**src/logic/tbm_map.svh**
```systemverilog
// register map, field positions, reset values and timing figures of the
// temperature and battery monitor; definitions only, included by bare name
`ifndef TBM_MAP_SVH
`define TBM_MAP_SVH

// register addresses (7-bit register port)
`define ADDR_INT_STATUS1   7'h03
`define ADDR_INT_STATUS2   7'h04
`define ADDR_INT_ENABLE2   7'h06
`define ADDR_OP_CONTROL1   7'h07
`define ADDR_CONV_CONFIG   7'h0F
`define ADDR_CONV_VALUE    7'h11
`define ADDR_TEMP_CONTROL  7'h12
`define ADDR_TEMP_OFFSET   7'h13
`define ADDR_BATT_THRESH   7'h1A
`define ADDR_BATT_LEVEL    7'h1B

// field positions
`define BIT_BATT_IRQ       2
`define BIT_BATT_ENABLE    6
`define BIT_CONV_TRIGGER   7
`define BIT_SHIFT_ENABLE   5
`define BIT_TRIM_ENABLE    4

// reset values
`define RST_TEMP_CONTROL   8'h20
`define RST_TEMP_OFFSET    8'h00
`define RST_BATT_THRESH    5'h14
`define RST_CONV_CONFIG    7'h00

// converter configuration fields, below the trigger bit
`define FLD_INPUT_SEL      6:4
`define FLD_REF_SEL        3:2
`define FLD_GAIN           1:0

// temperature sensor input code
`define SEL_TEMP_SENSOR    3'h0

// timing figures in their own units, then the low reading count
`define CLK_MHZ            40
`define CONV_TIME_US       350
`define BATT_PERIOD_MS     1000
`define BATT_WINDOW_US     250
`define LF_HZ              32768
`define LOW_READINGS       3'h4

`endif

```
**src/logic/tbm_pkg.sv**
```systemverilog
// types shared by the monitor and its battery sampler
// assumes tbm_map.svh supplies the numeric constants
package tbm_pkg;
  typedef enum logic [1:0] {
    CONV_IDLE = 2'b01,
    CONV_BUSY = 2'b10
  } conv_state_e;

  typedef enum logic [1:0] {
    BATT_WAIT    = 2'b01,
    BATT_MEASURE = 2'b10
  } batt_state_e;
endpackage

```
**src/logic/battery_link_if.sv**
```systemverilog
// carrier between the monitor register file and the battery sampler
// assumes both ends run on the same clock
`timescale 1ns/1ps
interface battery_link_if;
  logic       enable;     // detector switched on by software
  logic       sleep;      // chip in sleep, timebase from rc oscillator
  logic [4:0] threshold;  // low level threshold
  logic [4:0] level;      // latest battery reading
  logic       low_event;  // pulse: fourth consecutive low reading

  modport ctrl    (output enable, sleep, threshold, input level, low_event);
  modport sampler (input enable, sleep, threshold, output level, low_event);
endinterface

```
**src/logic/battery_sampler.sv**
```systemverilog
// periodic battery measurement and consecutive low reading counter
// assumes lf_tick is a one-cycle enable at the rc oscillator rate
`timescale 1ns/1ps
`include "tbm_map.svh"
module battery_sampler
  import tbm_pkg::*;
#(
  parameter int PERIOD_CYCLES = `BATT_PERIOD_MS * 1000 * `CLK_MHZ,
  parameter int WINDOW_CYCLES = `BATT_WINDOW_US * `CLK_MHZ,
  parameter int LF_PERIOD     = `BATT_PERIOD_MS * `LF_HZ / 1000,
  parameter int LF_WINDOW     = `BATT_WINDOW_US * `LF_HZ / 1000000
)(
  input  wire logic       clk,            // system clock
  input  wire logic       rst_n,          // synchronous reset, active low
  battery_link_if.sampler link,           // control and results
  input  wire logic       lf_tick,        // rc oscillator tick enable
  input  wire logic [4:0] bat_code,       // 5-bit converter output
  output logic            det_power_reg,  // detector and converter powered
  output logic            rc_osc_reg      // low frequency oscillator on
);
  batt_state_e state_reg, state_next;
  logic [31:0] count_reg, count_next;
  logic [4:0]  level_reg, level_next;
  logic [2:0]  low_cnt_reg, low_cnt_next;
  logic        event_reg, event_next;
  logic        det_power_next, rc_osc_next;
  logic        step;
  logic [31:0] period_lim, window_lim;

  // sleep counts oscillator ticks since the crystal clock rate is lost there
  assign step       = link.sleep ? lf_tick : 1'b1;
  assign period_lim = link.sleep ? 32'(LF_PERIOD) : 32'(PERIOD_CYCLES);
  assign window_lim = link.sleep ? 32'(LF_WINDOW) : 32'(WINDOW_CYCLES);

  // measurement scheduling, sampling and low counter
  always_comb
  begin
    state_next     = state_reg;
    count_next     = count_reg;
    level_next     = level_reg;
    low_cnt_next   = low_cnt_reg;
    event_next     = 1'b0;
    rc_osc_next    = link.enable && link.sleep;
    det_power_next = 1'b0;
    if (!link.enable)
    begin
      state_next   = BATT_WAIT;
      count_next   = 32'h0;
      low_cnt_next = 3'h0;
    end
    else
    begin
      case (state_reg)
        BATT_WAIT:
        begin
          if (step)
          begin
            if (count_reg + 32'h1 >= period_lim)
            begin
              state_next = BATT_MEASURE;
              count_next = 32'h0;
            end
            else
              count_next = count_reg + 32'h1;
          end
        end
        BATT_MEASURE:
        begin
          if (step)
          begin
            if (count_reg + 32'h1 >= window_lim)
            begin
              state_next = BATT_WAIT;
              count_next = 32'h0;
              level_next = bat_code;
              if (bat_code < link.threshold)
              begin
                if (low_cnt_reg < `LOW_READINGS)
                  low_cnt_next = low_cnt_reg + 3'h1;
                // one event per run of four or more low readings
                event_next = (low_cnt_reg == `LOW_READINGS - 3'h1);
              end
              else
                low_cnt_next = 3'h0;
            end
            else
              count_next = count_reg + 32'h1;
          end
        end
        default:
          state_next = BATT_WAIT;
      endcase
    end
    // power drops with the sampling edge, so the window is exactly its length
    if (state_next == BATT_MEASURE)
      det_power_next = 1'b1;
  end

  always_ff @(posedge clk)
  begin
    if (!rst_n)
    begin
      state_reg     <= BATT_WAIT;
      count_reg     <= 32'h0;
      level_reg     <= 5'h00;
      low_cnt_reg   <= 3'h0;
      event_reg     <= 1'b0;
      det_power_reg <= 1'b0;
      rc_osc_reg    <= 1'b0;
    end
    else
    begin
      state_reg     <= state_next;
      count_reg     <= count_next;
      level_reg     <= level_next;
      low_cnt_reg   <= low_cnt_next;
      event_reg     <= event_next;
      det_power_reg <= det_power_next;
      rc_osc_reg    <= rc_osc_next;
    end
  end

  assign link.level     = level_reg;
  assign link.low_event = event_reg;
endmodule // battery_sampler

```
**src/logic/temp_and_battery_monitor.sv**
```systemverilog
// register file and digital side of the temperature sensor readout and
// the low battery detector; the analogue converters sit outside
// assumes the register port is driven by the serial slave in this clock
// domain and that converter codes are stable when sampled
`timescale 1ns/1ps
`include "tbm_map.svh"
module temp_and_battery_monitor
  import tbm_pkg::*;
#(
  parameter int CONV_CYCLES   = `CONV_TIME_US * `CLK_MHZ,
  parameter int PERIOD_CYCLES = `BATT_PERIOD_MS * 1000 * `CLK_MHZ,
  parameter int WINDOW_CYCLES = `BATT_WINDOW_US * `CLK_MHZ
)(
  input  wire logic       clk,                       // system clock, 40 MHz
  input  wire logic       rst_n,                     // synchronous reset
  input  wire logic [6:0] reg_addr,                  // register address
  input  wire logic [7:0] reg_wdata,                 // write data
  input  wire logic       reg_wr,                    // write strobe
  input  wire logic       reg_rd,                    // read strobe
  output logic      [7:0] reg_rdata,                 // read data, next cycle
  input  wire logic       sleep_mode,                // chip is in sleep
  input  wire logic       analog_test_temp_sel,      // temp voltage on test bus
  input  wire logic [7:0] conv_code,                 // 8-bit converter code
  input  wire logic [4:0] bat_code,                  // 5-bit converter code
  input  wire logic       lf_tick,                   // rc oscillator tick
  output logic            interrupt_request_n,       // interrupt, active low
  output logic            temp_sensor_power,         // sensor bias enable
  output logic            conv_start,                // converter start pulse
  output logic      [2:0] adc_input_select,          // converter input mux
  output logic      [1:0] adc_reference_select,      // converter reference
  output logic      [1:0] adc_gain,                  // amplifier gain
  output logic      [1:0] temp_range_select,         // sensor range
  output logic            temp_shift_enable,         // sensor range shift
  output logic            temp_analog_trim_enable,   // analogue trim on
  output logic      [3:0] temp_analog_trim_value,    // analogue trim code
  output logic            battery_detector_power,    // detector powered
  output logic            rc_osc_enable              // rc oscillator on
);
  battery_link_if link ();

  conv_state_e conv_state_reg, conv_state_next;
  logic [31:0] conv_cnt_reg, conv_cnt_next;
  logic [6:0]  conv_cfg_reg, conv_cfg_next;
  logic [7:0]  conv_value_reg, conv_value_next;
  logic [7:0]  temp_ctrl_reg, temp_ctrl_next;
  logic [7:0]  temp_offset_reg, temp_offset_next;
  logic [4:0]  thresh_reg, thresh_next;
  logic        batt_en_reg, batt_en_next;
  logic        batt_ie_reg, batt_ie_next;
  logic        batt_flag_reg, batt_flag_next;
  logic [7:0]  rdata_reg, rdata_next;
  logic        irq_n_reg, irq_n_next;
  logic        sensor_pwr_reg, sensor_pwr_next;
  logic        start_reg, start_next;

  // register select shared by the write and read paths
  function automatic logic hit(input logic [6:0] a, input logic [6:0] ref_addr);
    hit = (a == ref_addr);
  endfunction

  // offset add saturates so a large calibration cannot wrap to a cold reading
  function automatic logic [7:0] add_offset(input logic [7:0] code,
                                            input logic [7:0] offs);
    logic [8:0] sum;
    sum = {1'b0, code} + {1'b0, offs};
    add_offset = sum[8] ? 8'hFF : sum[7:0];
  endfunction

  // battery sampler shares the clock and gets its controls from here
  assign link.enable    = batt_en_reg;
  assign link.sleep     = sleep_mode;
  assign link.threshold = thresh_reg;

  battery_sampler #(
    .PERIOD_CYCLES (PERIOD_CYCLES),
    .WINDOW_CYCLES (WINDOW_CYCLES)
  ) u_sampler (
    .clk           (clk),
    .rst_n         (rst_n),
    .link          (link),
    .lf_tick       (lf_tick),
    .bat_code      (bat_code),
    .det_power_reg (battery_detector_power),
    .rc_osc_reg    (rc_osc_enable)
  );

  // control registers written by the host
  always_comb
  begin
    conv_cfg_next    = conv_cfg_reg;
    temp_ctrl_next   = temp_ctrl_reg;
    temp_offset_next = temp_offset_reg;
    thresh_next      = thresh_reg;
    batt_en_next     = batt_en_reg;
    batt_ie_next     = batt_ie_reg;
    if (reg_wr)
    begin
      if (hit(reg_addr, `ADDR_CONV_CONFIG))
        conv_cfg_next = reg_wdata[6:0];
      else if (hit(reg_addr, `ADDR_TEMP_CONTROL))
        temp_ctrl_next = reg_wdata;
      else if (hit(reg_addr, `ADDR_TEMP_OFFSET))
        temp_offset_next = reg_wdata;
      else if (hit(reg_addr, `ADDR_BATT_THRESH))
        thresh_next = reg_wdata[4:0];
      else if (hit(reg_addr, `ADDR_OP_CONTROL1))
        batt_en_next = reg_wdata[`BIT_BATT_ENABLE];
      else if (hit(reg_addr, `ADDR_INT_ENABLE2))
        batt_ie_next = reg_wdata[`BIT_BATT_IRQ];
    end
  end

  always_ff @(posedge clk)
  begin
    if (!rst_n)
    begin
      conv_cfg_reg    <= `RST_CONV_CONFIG;
      temp_ctrl_reg   <= `RST_TEMP_CONTROL;
      temp_offset_reg <= `RST_TEMP_OFFSET;
      thresh_reg      <= `RST_BATT_THRESH;
      batt_en_reg     <= 1'b0;
      batt_ie_reg     <= 1'b0;
    end
    else
    begin
      conv_cfg_reg    <= conv_cfg_next;
      temp_ctrl_reg   <= temp_ctrl_next;
      temp_offset_reg <= temp_offset_next;
      thresh_reg      <= thresh_next;
      batt_en_reg     <= batt_en_next;
      batt_ie_reg     <= batt_ie_next;
    end
  end

  // analogue controls come straight from the register flops
  assign adc_input_select        = conv_cfg_reg[`FLD_INPUT_SEL];
  assign adc_reference_select    = conv_cfg_reg[`FLD_REF_SEL];
  assign adc_gain                = conv_cfg_reg[`FLD_GAIN];
  assign temp_range_select       = temp_ctrl_reg[7:6];
  assign temp_shift_enable       = temp_ctrl_reg[`BIT_SHIFT_ENABLE];
  assign temp_analog_trim_enable = temp_ctrl_reg[`BIT_TRIM_ENABLE];
  assign temp_analog_trim_value  = temp_ctrl_reg[3:0];

  // conversion sequencer; a trigger while busy is ignored
  always_comb
  begin
    conv_state_next = conv_state_reg;
    conv_cnt_next   = conv_cnt_reg;
    conv_value_next = conv_value_reg;
    start_next      = 1'b0;
    case (conv_state_reg)
      CONV_IDLE:
      begin
        if (reg_wr && hit(reg_addr, `ADDR_CONV_CONFIG)
            && reg_wdata[`BIT_CONV_TRIGGER])
        begin
          conv_state_next = CONV_BUSY;
          conv_cnt_next   = 32'h0;
          start_next      = 1'b1;
        end
      end
      CONV_BUSY:
      begin
        if (conv_cnt_reg + 32'h1 >= 32'(CONV_CYCLES))
        begin
          conv_state_next = CONV_IDLE;
          // offset enable shares the shift bit, so the sum only applies
          // in the shifted ranges
          if (temp_ctrl_reg[`BIT_SHIFT_ENABLE])
            conv_value_next = add_offset(conv_code, temp_offset_reg);
          else
            conv_value_next = conv_code;
        end
        else
          conv_cnt_next = conv_cnt_reg + 32'h1;
      end
      default:
        conv_state_next = CONV_IDLE;
    endcase
  end

  always_ff @(posedge clk)
  begin
    if (!rst_n)
    begin
      conv_state_reg <= CONV_IDLE;
      conv_cnt_reg   <= 32'h0;
      conv_value_reg <= 8'h00;
      start_reg      <= 1'b0;
    end
    else
    begin
      conv_state_reg <= conv_state_next;
      conv_cnt_reg   <= conv_cnt_next;
      conv_value_reg <= conv_value_next;
      start_reg      <= start_next;
    end
  end

  assign conv_start = start_reg;

  // interrupt flag, line and sensor power; set wins over the read clear
  always_comb
  begin
    batt_flag_next = batt_flag_reg;
    if (reg_rd && hit(reg_addr, `ADDR_INT_STATUS2))
      batt_flag_next = 1'b0;
    if (link.low_event)
      batt_flag_next = 1'b1;
    irq_n_next      = !(batt_flag_next && batt_ie_reg);
    sensor_pwr_next = (conv_cfg_reg[`FLD_INPUT_SEL] == `SEL_TEMP_SENSOR)
                      || analog_test_temp_sel;
  end

  always_ff @(posedge clk)
  begin
    if (!rst_n)
    begin
      batt_flag_reg  <= 1'b0;
      irq_n_reg      <= 1'b1;
      sensor_pwr_reg <= 1'b0;
    end
    else
    begin
      batt_flag_reg  <= batt_flag_next;
      irq_n_reg      <= irq_n_next;
      sensor_pwr_reg <= sensor_pwr_next;
    end
  end

  assign interrupt_request_n = irq_n_reg;
  assign temp_sensor_power   = sensor_pwr_reg;

  // read mux, registered; unmapped addresses read zero
  always_comb
  begin
    rdata_next = rdata_reg;
    if (reg_rd)
    begin
      rdata_next = 8'h00;
      if (hit(reg_addr, `ADDR_CONV_CONFIG))
        rdata_next = {conv_state_reg == CONV_BUSY, conv_cfg_reg};
      else if (hit(reg_addr, `ADDR_CONV_VALUE))
        rdata_next = conv_value_reg;
      else if (hit(reg_addr, `ADDR_TEMP_CONTROL))
        rdata_next = temp_ctrl_reg;
      else if (hit(reg_addr, `ADDR_TEMP_OFFSET))
        rdata_next = temp_offset_reg;
      else if (hit(reg_addr, `ADDR_BATT_THRESH))
        rdata_next = {3'h0, thresh_reg};
      else if (hit(reg_addr, `ADDR_BATT_LEVEL))
        rdata_next = {3'h0, link.level};
      else if (hit(reg_addr, `ADDR_OP_CONTROL1))
        rdata_next[`BIT_BATT_ENABLE] = batt_en_reg;
      else if (hit(reg_addr, `ADDR_INT_ENABLE2))
        rdata_next[`BIT_BATT_IRQ] = batt_ie_reg;
      else if (hit(reg_addr, `ADDR_INT_STATUS2))
        rdata_next[`BIT_BATT_IRQ] = batt_flag_reg;
    end
  end

  always_ff @(posedge clk)
  begin
    if (!rst_n)
      rdata_reg <= 8'h00;
    else
      rdata_reg <= rdata_next;
  end

  assign reg_rdata = rdata_reg;
endmodule // temp_and_battery_monitor

```
**config.mk**
```make
export PLATFORM = sky130hd
export DESIGN_NAME = temp_and_battery_monitor
export DESIGN_NICKNAME = d
export VERILOG_FILES = /design/src/logic/tbm_pkg.sv /design/src/logic/battery_link_if.sv /design/src/logic/battery_sampler.sv /design/src/logic/temp_and_battery_monitor.sv
export VERILOG_INCLUDE_DIRS = /design/src /design/src/logic
export SDC_FILE = /design/constraint.sdc
export NUM_CORES = 1
export LEC_CHECK = 0
export ABC_AREA = 1
export BUFFER_PORTS_ARGS = -buffer_cell sky130_fd_sc_hd__buf_2
export CAP_MARGIN = 20
export CORE_ASPECT_RATIO = 1.1
export CORE_MARGIN = 3
export CORE_UTILIZATION = 50
export CTS_BUF_LIST = sky130_fd_sc_hd__clkbuf_8
export CTS_CLUSTER_DIAMETER = 80
export DETAILED_ROUTE_END_ITERATION = 10
export GPL_TIMING_DRIVEN = 0
export PLACE_DENSITY = 0.79
export SYNTH_ARGS = -nofsm -noshare
export SYNTH_HDL_FRONTEND = slang
export SYNTH_SLANG_ARGS = --single-unit
```
**constraint.sdc**
```tcl
create_clock -name clk -period 3.7 [get_ports clk]
set_input_delay 0.555 -clock clk [delete_from_list [all_inputs] [get_ports clk]]
set_output_delay 0.555 -clock clk [all_outputs]
set_load 0.005 [all_outputs]
```
Word level (Yosys, flattened, before mapping)
Index checks and enable logic that the tools add are counted.
{ "op_classes": {"addsub": 4, "n_mul": 0, "n_div": 0, "order_cmp": 5, "n_eq_ne": 21, "shift": 0, "n_mux": 41, "bitwise": 5, "reduce_logical": 25} }
{ "ops": {"columns": ["cell", "count"], "rows": [
  ["$mux 32", 6],
  ["$pmux 32 s2", 2],
  ["$add 32x1->32 const B", 2],
  ["$ge 32x32->1", 2],
  ["$mux 8", 6],
  ["$eq 7x5->1 const B", 5],
  ["$ge 32x14->1 const B", 1],
  ["$mux 26", 1],
  ["$eq 7x3->1 const B", 3],
  ["$mux 2", 9],
  ["$mux 14", 1],
  ["$reduce_and 4->1", 3],
  ["$reduce_and 6->1", 2],
  ["$mux 1", 11],
  ["$reduce_and 2->1", 5],
  ["$add 8x8->9", 1],
  ["$reduce_and 3->1", 3],
  ["$ne 2x2->1 const B", 4],
  ["$pmux 2 s2", 2],
  ["$eq 7x4->1 const B", 1],
  ["$mux 7", 1],
  ["$reduce_and 7->1", 1],
  ["$eq 2x2->1 const B", 3],
  ["$mux 3", 2],
  ["13 further kinds", 24]
]} }
{ "totals": {"ff_bits": 129, "latchBits": 0, "ramBits": 0, "mem_bits_ro": 0, "input_bits": 35, "out_inout_bits": 28, "mem_count": 0} }

Longest topological paths before layout
Gate-level depths: netlist (run 1).
{ "logic_depth": {"ltp_word": 10, "ltp_mapped": 26, "mapped_depth_nobuf": 26} }

Hierarchy
Synthesis (run 1) repeated with hierarchy kept, for this count alone.
{ "unflattened": {"cells_unflattened": 1347, "area_unflattened_um2": 8599.5} }
{ "modules_own_cells": {"columns": ["module", "n_inst", "cells_each", "area_per_inst_um2", "seq_area_each_um2"], "rows": [
  ["temp_and_battery_monitor", 1, 755, 4853.4, 1681.6],
  ["battery_sampler", 1, 592, 3746.1, 900.9]
]} }

Worst setup path after synthesis (run 1)
Ideal clock, no wire load.
{ "synth_path": {"path_type": "reg-to-reg", "start": "register u_sampler.count_reg[0]", "end": "register u_sampler.count_reg[16]", "setup_time_ns": 0.132, "arrival_time_ns": 2.755, "required_ns": 3.568, "setup_slack_ns": 0.813, "path_stages_with_launch": 26, "n_path_buf": 1, "cell_sequence": "dfxtp_1 ha_1 nand2_1 nor2_4 nand2_4 nor2_4 nand2_2 o21ai_1 nand2_1 ha_1 nand2_1 nor2_1 nand2_1 nor2_1 nand3_1 nor2_1 nand2_1 nor2_1 nand4_1 nand2_1 nand2_1 nand3_2 nand2_2 buf_4 nand3_1 a21oi_1"} }
{ "synth_between": {"elab_chain_cells": 5} }
{ "synth_lines": {"columns": ["element", "line", "source"], "rows": [
  ["start: declaration", "battery_sampler.sv:22", "logic [31:0] count_reg, count_next;"],
  ["start signal: assignment", "battery_sampler.sv:114", "count_reg <= count_next;"],
  ["$add 32x1->32 *", null, null],
  ["$ge 32x32->1 (on tied branches)", "battery_sampler.sv:71, battery_sampler.sv:58", null],
  ["$mux 32 (on tied branches)", "battery_sampler.sv:71, battery_sampler.sv:58", null],
  ["$mux 32 (on tied branches)", "battery_sampler.sv:69, battery_sampler.sv:56", null],
  ["$pmux 32 s2 *", "battery_sampler.sv:53", "case (state_reg)"]
]} }
Mark *: on every way between the ends. The rest lies on a longest branch, timed or not. The select of a mux whose other input is x is not followed.
A chain may end at the register's enable or synchronous reset.

Final worst setup path (run 1)
{ "layout_path": {"start": "register u_sampler.count_reg[0]", "end": "register u_sampler.count_reg[25]"} }
Same word-level chain as after synthesis.

==> metrics.txt, run 1 <==
drt drc=0; CP Data Arrival Time=roughly 3.7 ns; largest net degree at the start of global routing=17; Max Clk Rate=295 MHz; depth of the CTS H-tree=4; area grow syn2layout=12.7%; Routed Antenna Nets=0; ANT cells=0; YS warnings=0; Post-layout nets=1436; drt pass-1 iters=5; Fin. Hold Viols=0; layout cells sized above 1=10.4%; syn avg cell area=6.36 um^2; footprint of the multi-input gates=just under 5000 um^2; placer congestion estimate=0.985; top cell type's share of synthesized area=31.7%; CTS buffer count=17; Final Non-Filler Cells=between 1500 and 2000; post-layout util=58.0%; GR Util All Layers=around a quarter; Startpoint Class=flop; vias in the first global route=approximately 8000; Overall Power=2.81 mW; Die H=about 140 um; maximum VDD drop=~0.27 mV; Clock transition at path regs=0.08 ns; placed cell count=1545; global-route wire length before repair=37000 um; Final setup viols=0; nature of the critical path endpoint=flop; area of the core=15900 um^2; register area share after synthesis=between 30% and 40%; status=completed; number of synthesized flops with an enable pin=0; initial drt markers=545; Yosys reg bits=129; Post-synth ARST share=0%; setup clock skew after layout=0.0131 ns; fillers=1557; max_slew headroom=49.8%; CP Max Fanout=10; die area=between 15000 and 20000 um^2; Slew Limit Fails=0; clock root buffer=clkbuf_8; Power per Cell Area=306 nW/um^2; clock sinks=129; worst hold path class=primary input to flop; synth unique cells=45; Mapped Nets=1353; routed wire length=approximately 22000 um; port bufs=62; Synth Flop Type=dfxtp_1; Initial Util=51.4%; Mapped Cells=1283; IO Count=63; die width=roughly 130 um; Worst Slack Setup Final=a little over 0.3 ns; latest clock arrival within the worst-skew pair=0.46 ns; Place WS=-0.0808 ns; cell area after synthesis=slightly above 8000 um^2; min Tclk post-route=3.39 ns; Least-Margin Pin Slew=0.747 ns; CTS max path bufs=2; grt ovf=0; Std-Cell Rows=48; register area=~2600 um^2; Hold Buf Count CTS=0; max cap viols=0; Routed WL per cell=around 14 um; initial antenna violation count=0; Via Count=8552; leading area contributor after synthesis=dfxtp_1; critical setup path kind=flop to flop; CTS tree=built; Worst EP required=between 4 and 5 ns; post-detail-place hpwl=17300 um; routed vias/inst=5.42; top post-synthesis cells by area=dfxtp_1 (32%), nand2_1 (15%), nor2_1 (7.9%), inv_1 (7.5%), nand3_1 (7.2%); P_leak=3.89 nW; final critical-path share of the clock period=91.6%
==> power breakdown <==
| group | switching, mW | total (mW) | internal [mW] | leakage, nW |
|---|---|---|---|---|
| registers | 0.00304 | 1.39 | 1.39 | 1.04 |
| logic | 0.103 | 0.153 | 0.0503 | 2.64 |
| clock network | 0.635 | 1.26 | 0.629 | 0.211 |
| total | 0.741 | 2.81 | 2.07 | 3.89 |
==> final timing paths <==
kind,start,to,slack [ns],cells after the start
min,analog_test_temp_sel,temp_sensor_power,0.34,3
min reg2reg,batt_ie_reg,interrupt_request_n,0.44,1
max reg2reg,u_sampler.count_reg[0],u_sampler.count_reg[25],0.31,24
max,u_sampler.count_reg[0],u_sampler.count_reg[25],0.31,24
==> Yosys cell counts, types with 2 or more instances <==
master and count:
nand2_1 328, nor2_1 171, inv_1 163, dfxtp_1 129, nand3_1 118, a21oi_1 85, o21ai_0 53, ha_1 34
nor3_1 31, nand4_1 30, xor2_1 27, clkbuf_1 21, nand3b_1 9, nor2_2 8, o22ai_1 8, nor2_4 5
o221ai_1 5, xnor2_1 5, buf_4 4, nand2_2 4, o211ai_1 4, buf_2 3, buf_6 3, inv_2 3
nand2_4 3, nand3_2 3, o21ai_1 3, a31oi_1 2, and2_1 2, buf_1 2, clkinv_1 2, o21bai_1 2
==> through the flow <==
step	hold slack, ns	cell area (um^2)	TNS, ns
2_1_floorplan	0.375	8160	0
3_3_place_gp	0.408	8720	-0.0130
3_5_place_dp	0.404	8720	-1.03
4_1_cts	0.349	9130	0
5_1_grt	0.368	9190	-0.0234
6_report	0.342	9190	0
==> final cells by class <==
type / instances / area share [%]
flip-flops and latches: 129 / 28.2
clock inverters: 14 / 1.69
inverters: 168 / 6.86
clock buffers: 18 / 2.70
well taps: 200 / 2.72
plain buffers: 33 / 1.80
repair buffers: 64 / 3.54
multi-input cells: 953 / 52.5
==> critical path, stage by stage, from the launching register on <==
cell,delay (ns)
dfxtp_4,0.39
ha_4,0.17
nand2_1,0.12
nor2_4,0.17
nand2_4,0.10
nor2_4,0.15
nand2_1,0.08
and2_1,0.20
ha_1,0.31
nand2_1,0.08
nor2_2,0.12
nand2_1,0.07
nor2_1,0.08
nand3_1,0.10
nor2_2,0.14
nand2_1,0.06
nor2_1,0.13
nand4_1,0.09
nand2_1,0.07
nand2_1,0.08
nand3_4,0.11
nand2_4,0.10
buf_4,0.19
nand3_1,0.09
a21oi_1,0.07
==> timing repair <==
| item | CTS | global route |
|---|---|---|
| hold endpoints to repair | 0 | 0 |
| gates resized for setup | 1 | 13 |
| endpoints found under the setup margin | 20 | 29 |
| cloned | 0 | 0 |
| pin swaps | 1 | 1 |
| setup buffers | 1 | 1 |
==> cells by family (layout without fill, tap and decap cells) <==
kind of cell	Yosys count	in the layout	synth area share (%)
simple gates	717	717	38.3
flops	129	129	31.7
buf+inv	201	297	9.76
compound gates	169	169	11.3
fa+ha+maj	35	35	5.46
xor+xnor	32	32	3.44
==> cell usage in the layout, fill, tap and decap left out, drive strengths merged, types with 2 or more instances in the layout <==
| cell | instances |
|---|---|
| o211ai | 4 |
| ha | 34 |
| o21ai | 56 |
| clkbuf | 39 |
| xor2 | 27 |
| xnor2 | 5 |
| bufinv | 2 |
| nand4 | 30 |
| nand2 | 335 |
| dfxtp | 129 |
| o221ai | 5 |
| a31oi | 2 |
| nor3 | 31 |
| buf | 76 |
| and2 | 3 |
| inv | 171 |
| nor2 | 185 |
| a21oi | 86 |
| clkinv | 9 |
| o21bai | 2 |
| nand3b | 9 |
| o22ai | 8 |
| nand3 | 121 |
==> routing by layer <==
layer  vias up  GRT usage, %  part of all wire [%]
li1       4332             -                     -
met1      3807          32.1                    42
met2       345          41.0                    46
met3        68          5.34                   8.4
met4         0          11.0                   3.4
met5         -             0                     0
Power figures use the tool's default switching activity.
==> run 2: changes to the inputs <==
--- a/config.mk
+++ b/config.mk
@@ -13,3 +13,3 @@
 export CORE_MARGIN = 3
-export CORE_UTILIZATION = 50
+export CORE_UTILIZATION = 34
 export CTS_BUF_LIST = sky130_fd_sc_hd__clkbuf_8
@@ -18,3 +18,3 @@
 export GPL_TIMING_DRIVEN = 0
-export PLACE_DENSITY = 0.79
+export PLACE_DENSITY = 0.61
 export SYNTH_ARGS = -nofsm -noshare
--- a/constraint.sdc
+++ b/constraint.sdc
@@ -3,2 +3,2 @@
 set_output_delay 0.555 -clock clk [all_outputs]
-set_load 0.005 [all_outputs]
+set_load 0.1 [all_outputs]
==> run 2 against run 1 <==
  * Clock skew increased by 0.0017 ns
  * First-iteration DRC count decreased by 26%
  * Critical endpoint is now u_sampler.count_reg[20]
  * Via count decreased by 3.1%
  * Utilization decreased by 18 points
  * Critical path type unchanged
  * Die area increased by 45%
  * Wire length increased by 4.4%
  * Combinational power increased by 18%
  * Largest cell class unchanged
  * Worst hold slack improved by 0.022 ns
  * Fmax decreased by 0.94%
  * Clock power about the same
==> metrics.txt, run 2 (synthesis results as in run 1) <==
worst reg-to-reg path cell count=24 (unchanged); initial drt markers=402 (-26%); CTS max path bufs=2 (unchanged); fin area=9360 um^2 (+1.8%); drt drc=0 (unchanged); CP Max Fanout=10 (unchanged); ANT cells=0 (unchanged); CP dominant cell by count=nand2_1; Final Non-Filler Cells=1680 (+6.4%); latest clock arrival within the worst-skew pair=0.46 ns (about the same); global-route wire length before repair=37900 um (+2.5%); Die H=168 um (+20%); most frequent cells in the layout=nand2_1 (326), nor2_1 (167), inv_1 (163), dfxtp_1 (126), nand3_1 (118); hold path depth=3 (unchanged); CP Data Arrival Time=3.73 ns (+0.03 ns); clock root buffer=clkbuf_8; depth of the CTS H-tree=4 (unchanged); max_slew headroom=48.7% (-1.0 points); clock sinks=129 (unchanged); Net Sw Frac=28.8% (+2.4 points); Routed WL per cell=13.9 um (-1.8%); Logic pwr share=6.4% (+0.9 points); fillers=2497 (+60%); commonest non-fill, non-tap cell in the layout=nand2_1; P_sw=0.819 mW (+11%); status=completed; initial antenna violation count=0 (unchanged); Post-layout nets=1437 (+0.070%); R2R Path Start=u_sampler.count_reg[13]; Final setup viols=0 (unchanged); Place WS=-0.133 ns (-0.0526 ns); Hold EP=link.threshold[4]; setup clock skew after layout=0.0148 ns (+0.00175 ns); Routed Antenna Nets=0 (unchanged); die width=154 um (+20%); P_leak=3.90 nW (+0.18%); area grow syn2layout=14.7%; Seq pwr share=49.0% (-0.6 points); grt ovf=0 (unchanged); Initial Util=35.1% (-16 points); IO Count=63 (unchanged); crit-path cells=nand2_1 -> nor2_1 -> nand2_1 -> nor2_4 -> nand2_1 -> nand2_1 -> inv_1 -> ha_1 -> nand2_1 -> nor2_1 -> nand2_1 -> nor2_1 -> nand3_1 -> nor2_2 -> nand2_1 -> nor2_2 -> nand4_1 -> nand2_1 -> nand2_1 -> nand3_4 -> nand2_4 -> buf_4 -> nand3_1 -> a21oi_1; Via Count=8284 (-3.1%); Clock transition at path regs=0.09 ns (about the same); post-detail-place hpwl=18400 um (+6.1%); Power per Cell Area=304 nW/um^2 (-0.46%); CTS buffer count=17 (unchanged); CTS tree=built; die area=25900 um^2 (+45%); Slew Limit Fails=0 (unchanged); Std-Cell Rows=58 (+21%); max cap viols=0 (unchanged); worst hold path class=primary input to flop; Worst Slack Setup Final=0.279 ns (-0.0320 ns); Crit-path slowest cell=dfxtp_1; FF-to-FF End=u_sampler.count_reg[20]; nature of the critical path endpoint=flop; placer congestion estimate=0.898 (-8.8%); Pint=2.03 mW (-2.0%); Max Clk Rate=292 MHz (-0.94%); drt pass-1 iters=5 (unchanged); GR Util All Layers=17.8% (-7.4 points); Hold Buf Count CTS=0 (unchanged); Worst EP required=4.01 ns (about the same); critical setup path kind=flop to flop; Post-DP Area=8840 um^2 (+1.4%); largest net degree at the start of global routing=17 (unchanged); vias in the first global route=7775 (-2.6%); min Tclk post-route=3.42 ns (+0.0320 ns); Least-Margin Pin Slew=0.763 ns (+0.0156 ns); Reg2Reg Setup Slack=0.28 ns (-0.03 ns); area of the core=23200 um^2 (+46%); Startpoint Class=flop; Fin. Hold Viols=0 (unchanged); Clock power frac=44.7% (-0.3 points); critical path's largest stage delay=0.45 ns (+0.06 ns); routed vias/inst=4.93 (-9.0%); layout cells sized above 1=10.7% (+0.28 points); RSZ-0062 raised after global routing=no; routed wire length=23300 um (+4.4%); placed cell count=1645 (+6.5%); port bufs=62 (unchanged); hold_sp=reg_wdata[4]; final critical-path share of the clock period=92.4% (+0.86 points); maximum VDD drop=0.204 mV (-26%)
[run 2: per-stage QoR]
stage / util, % / total power [mW] / hold slack [ns] / TNS, ns
after floorplan: - / 1.54 / 0.375 / 0
after global placement: 38.1 / 1.61 / 0.398 / -1.23
after detailed placement: 38.1 / 1.61 / 0.404 / -2.27
after CTS: 40.0 / 2.89 / 0.333 / 0
after global routing: 40.3 / 2.96 / 0.332 / 0
final: 40.3 / 2.85 / 0.364 / 0
[run 2: repair_timing]
item,in CTS,in global routing
resized for setup,3,16
buffers inserted,1,2
pin swaps,1,2
endpoints found under the setup margin,20,29
[run 2: cell type report]
type / count / area, um^2 / share of cell area (%)
plain buffers: 33 / 165 / 1.77
clock buffers: 18 / 248 / 2.65
clock inverters: 14 / 163 / 1.74
inverters: 168 / 631 / 6.74
multi-input cells: 953 / 4850 / 51.9
flip-flops and latches: 129 / 2590 / 27.7
well taps: 300 / 375 / 4.01
repair buffers: 65 / 333 / 3.56
[run 2: how the worst max path moves through the flow]
stage               slack [ns]  cells past startpoint                     from                       to
finish                    0.28                     24  u_sampler.count_reg[13]  u_sampler.count_reg[20]
global route             0.002                     23   u_sampler.count_reg[7]  u_sampler.count_reg[25]
CTS                       0.03                     25   u_sampler.count_reg[0]  u_sampler.count_reg[21]
detailed placement       -0.13                     25   u_sampler.count_reg[0]  u_sampler.count_reg[21]
global placement         -0.08                     25   u_sampler.count_reg[0]  u_sampler.count_reg[17]
floorplan                 0.81                     25   u_sampler.count_reg[0]  u_sampler.count_reg[16]
[run 2: worst max-delay path: cells and delay by family, from the launching register on]
kind | cells | cell delay, ns
buffers and inverters | 2 | 0.25
AO/OA/AOI/OAI | 1 | 0.06
adder cells (fa/ha/maj) | 1 | 0.26
AND/OR/NAND/NOR | 20 | 2.25
flip-flops | 1 | 0.45
[run 2: per-layer routing]
| metal | track usage (%) | share of wire, % |
|---|---|---|
| met2 | 30.2 | 47 |
| met3 | 2.83 | 4.3 |
| met5 | 0 | 0 |
| met1 | 23.1 | 47 |
| met4 | 5.80 | 1.9 |
[run 2: power by group through the flow]
stage | clock [mW] | combinational [mW] | sequential (mW)
after floorplan | 0 | 0.0836 | 1.46
after global placement | 0 | 0.179 | 1.43
after detailed placement | 0 | 0.179 | 1.43
after CTS | 1.31 | 0.180 | 1.40
after global routing | 1.36 | 0.200 | 1.40
final | 1.27 | 0.181 | 1.39
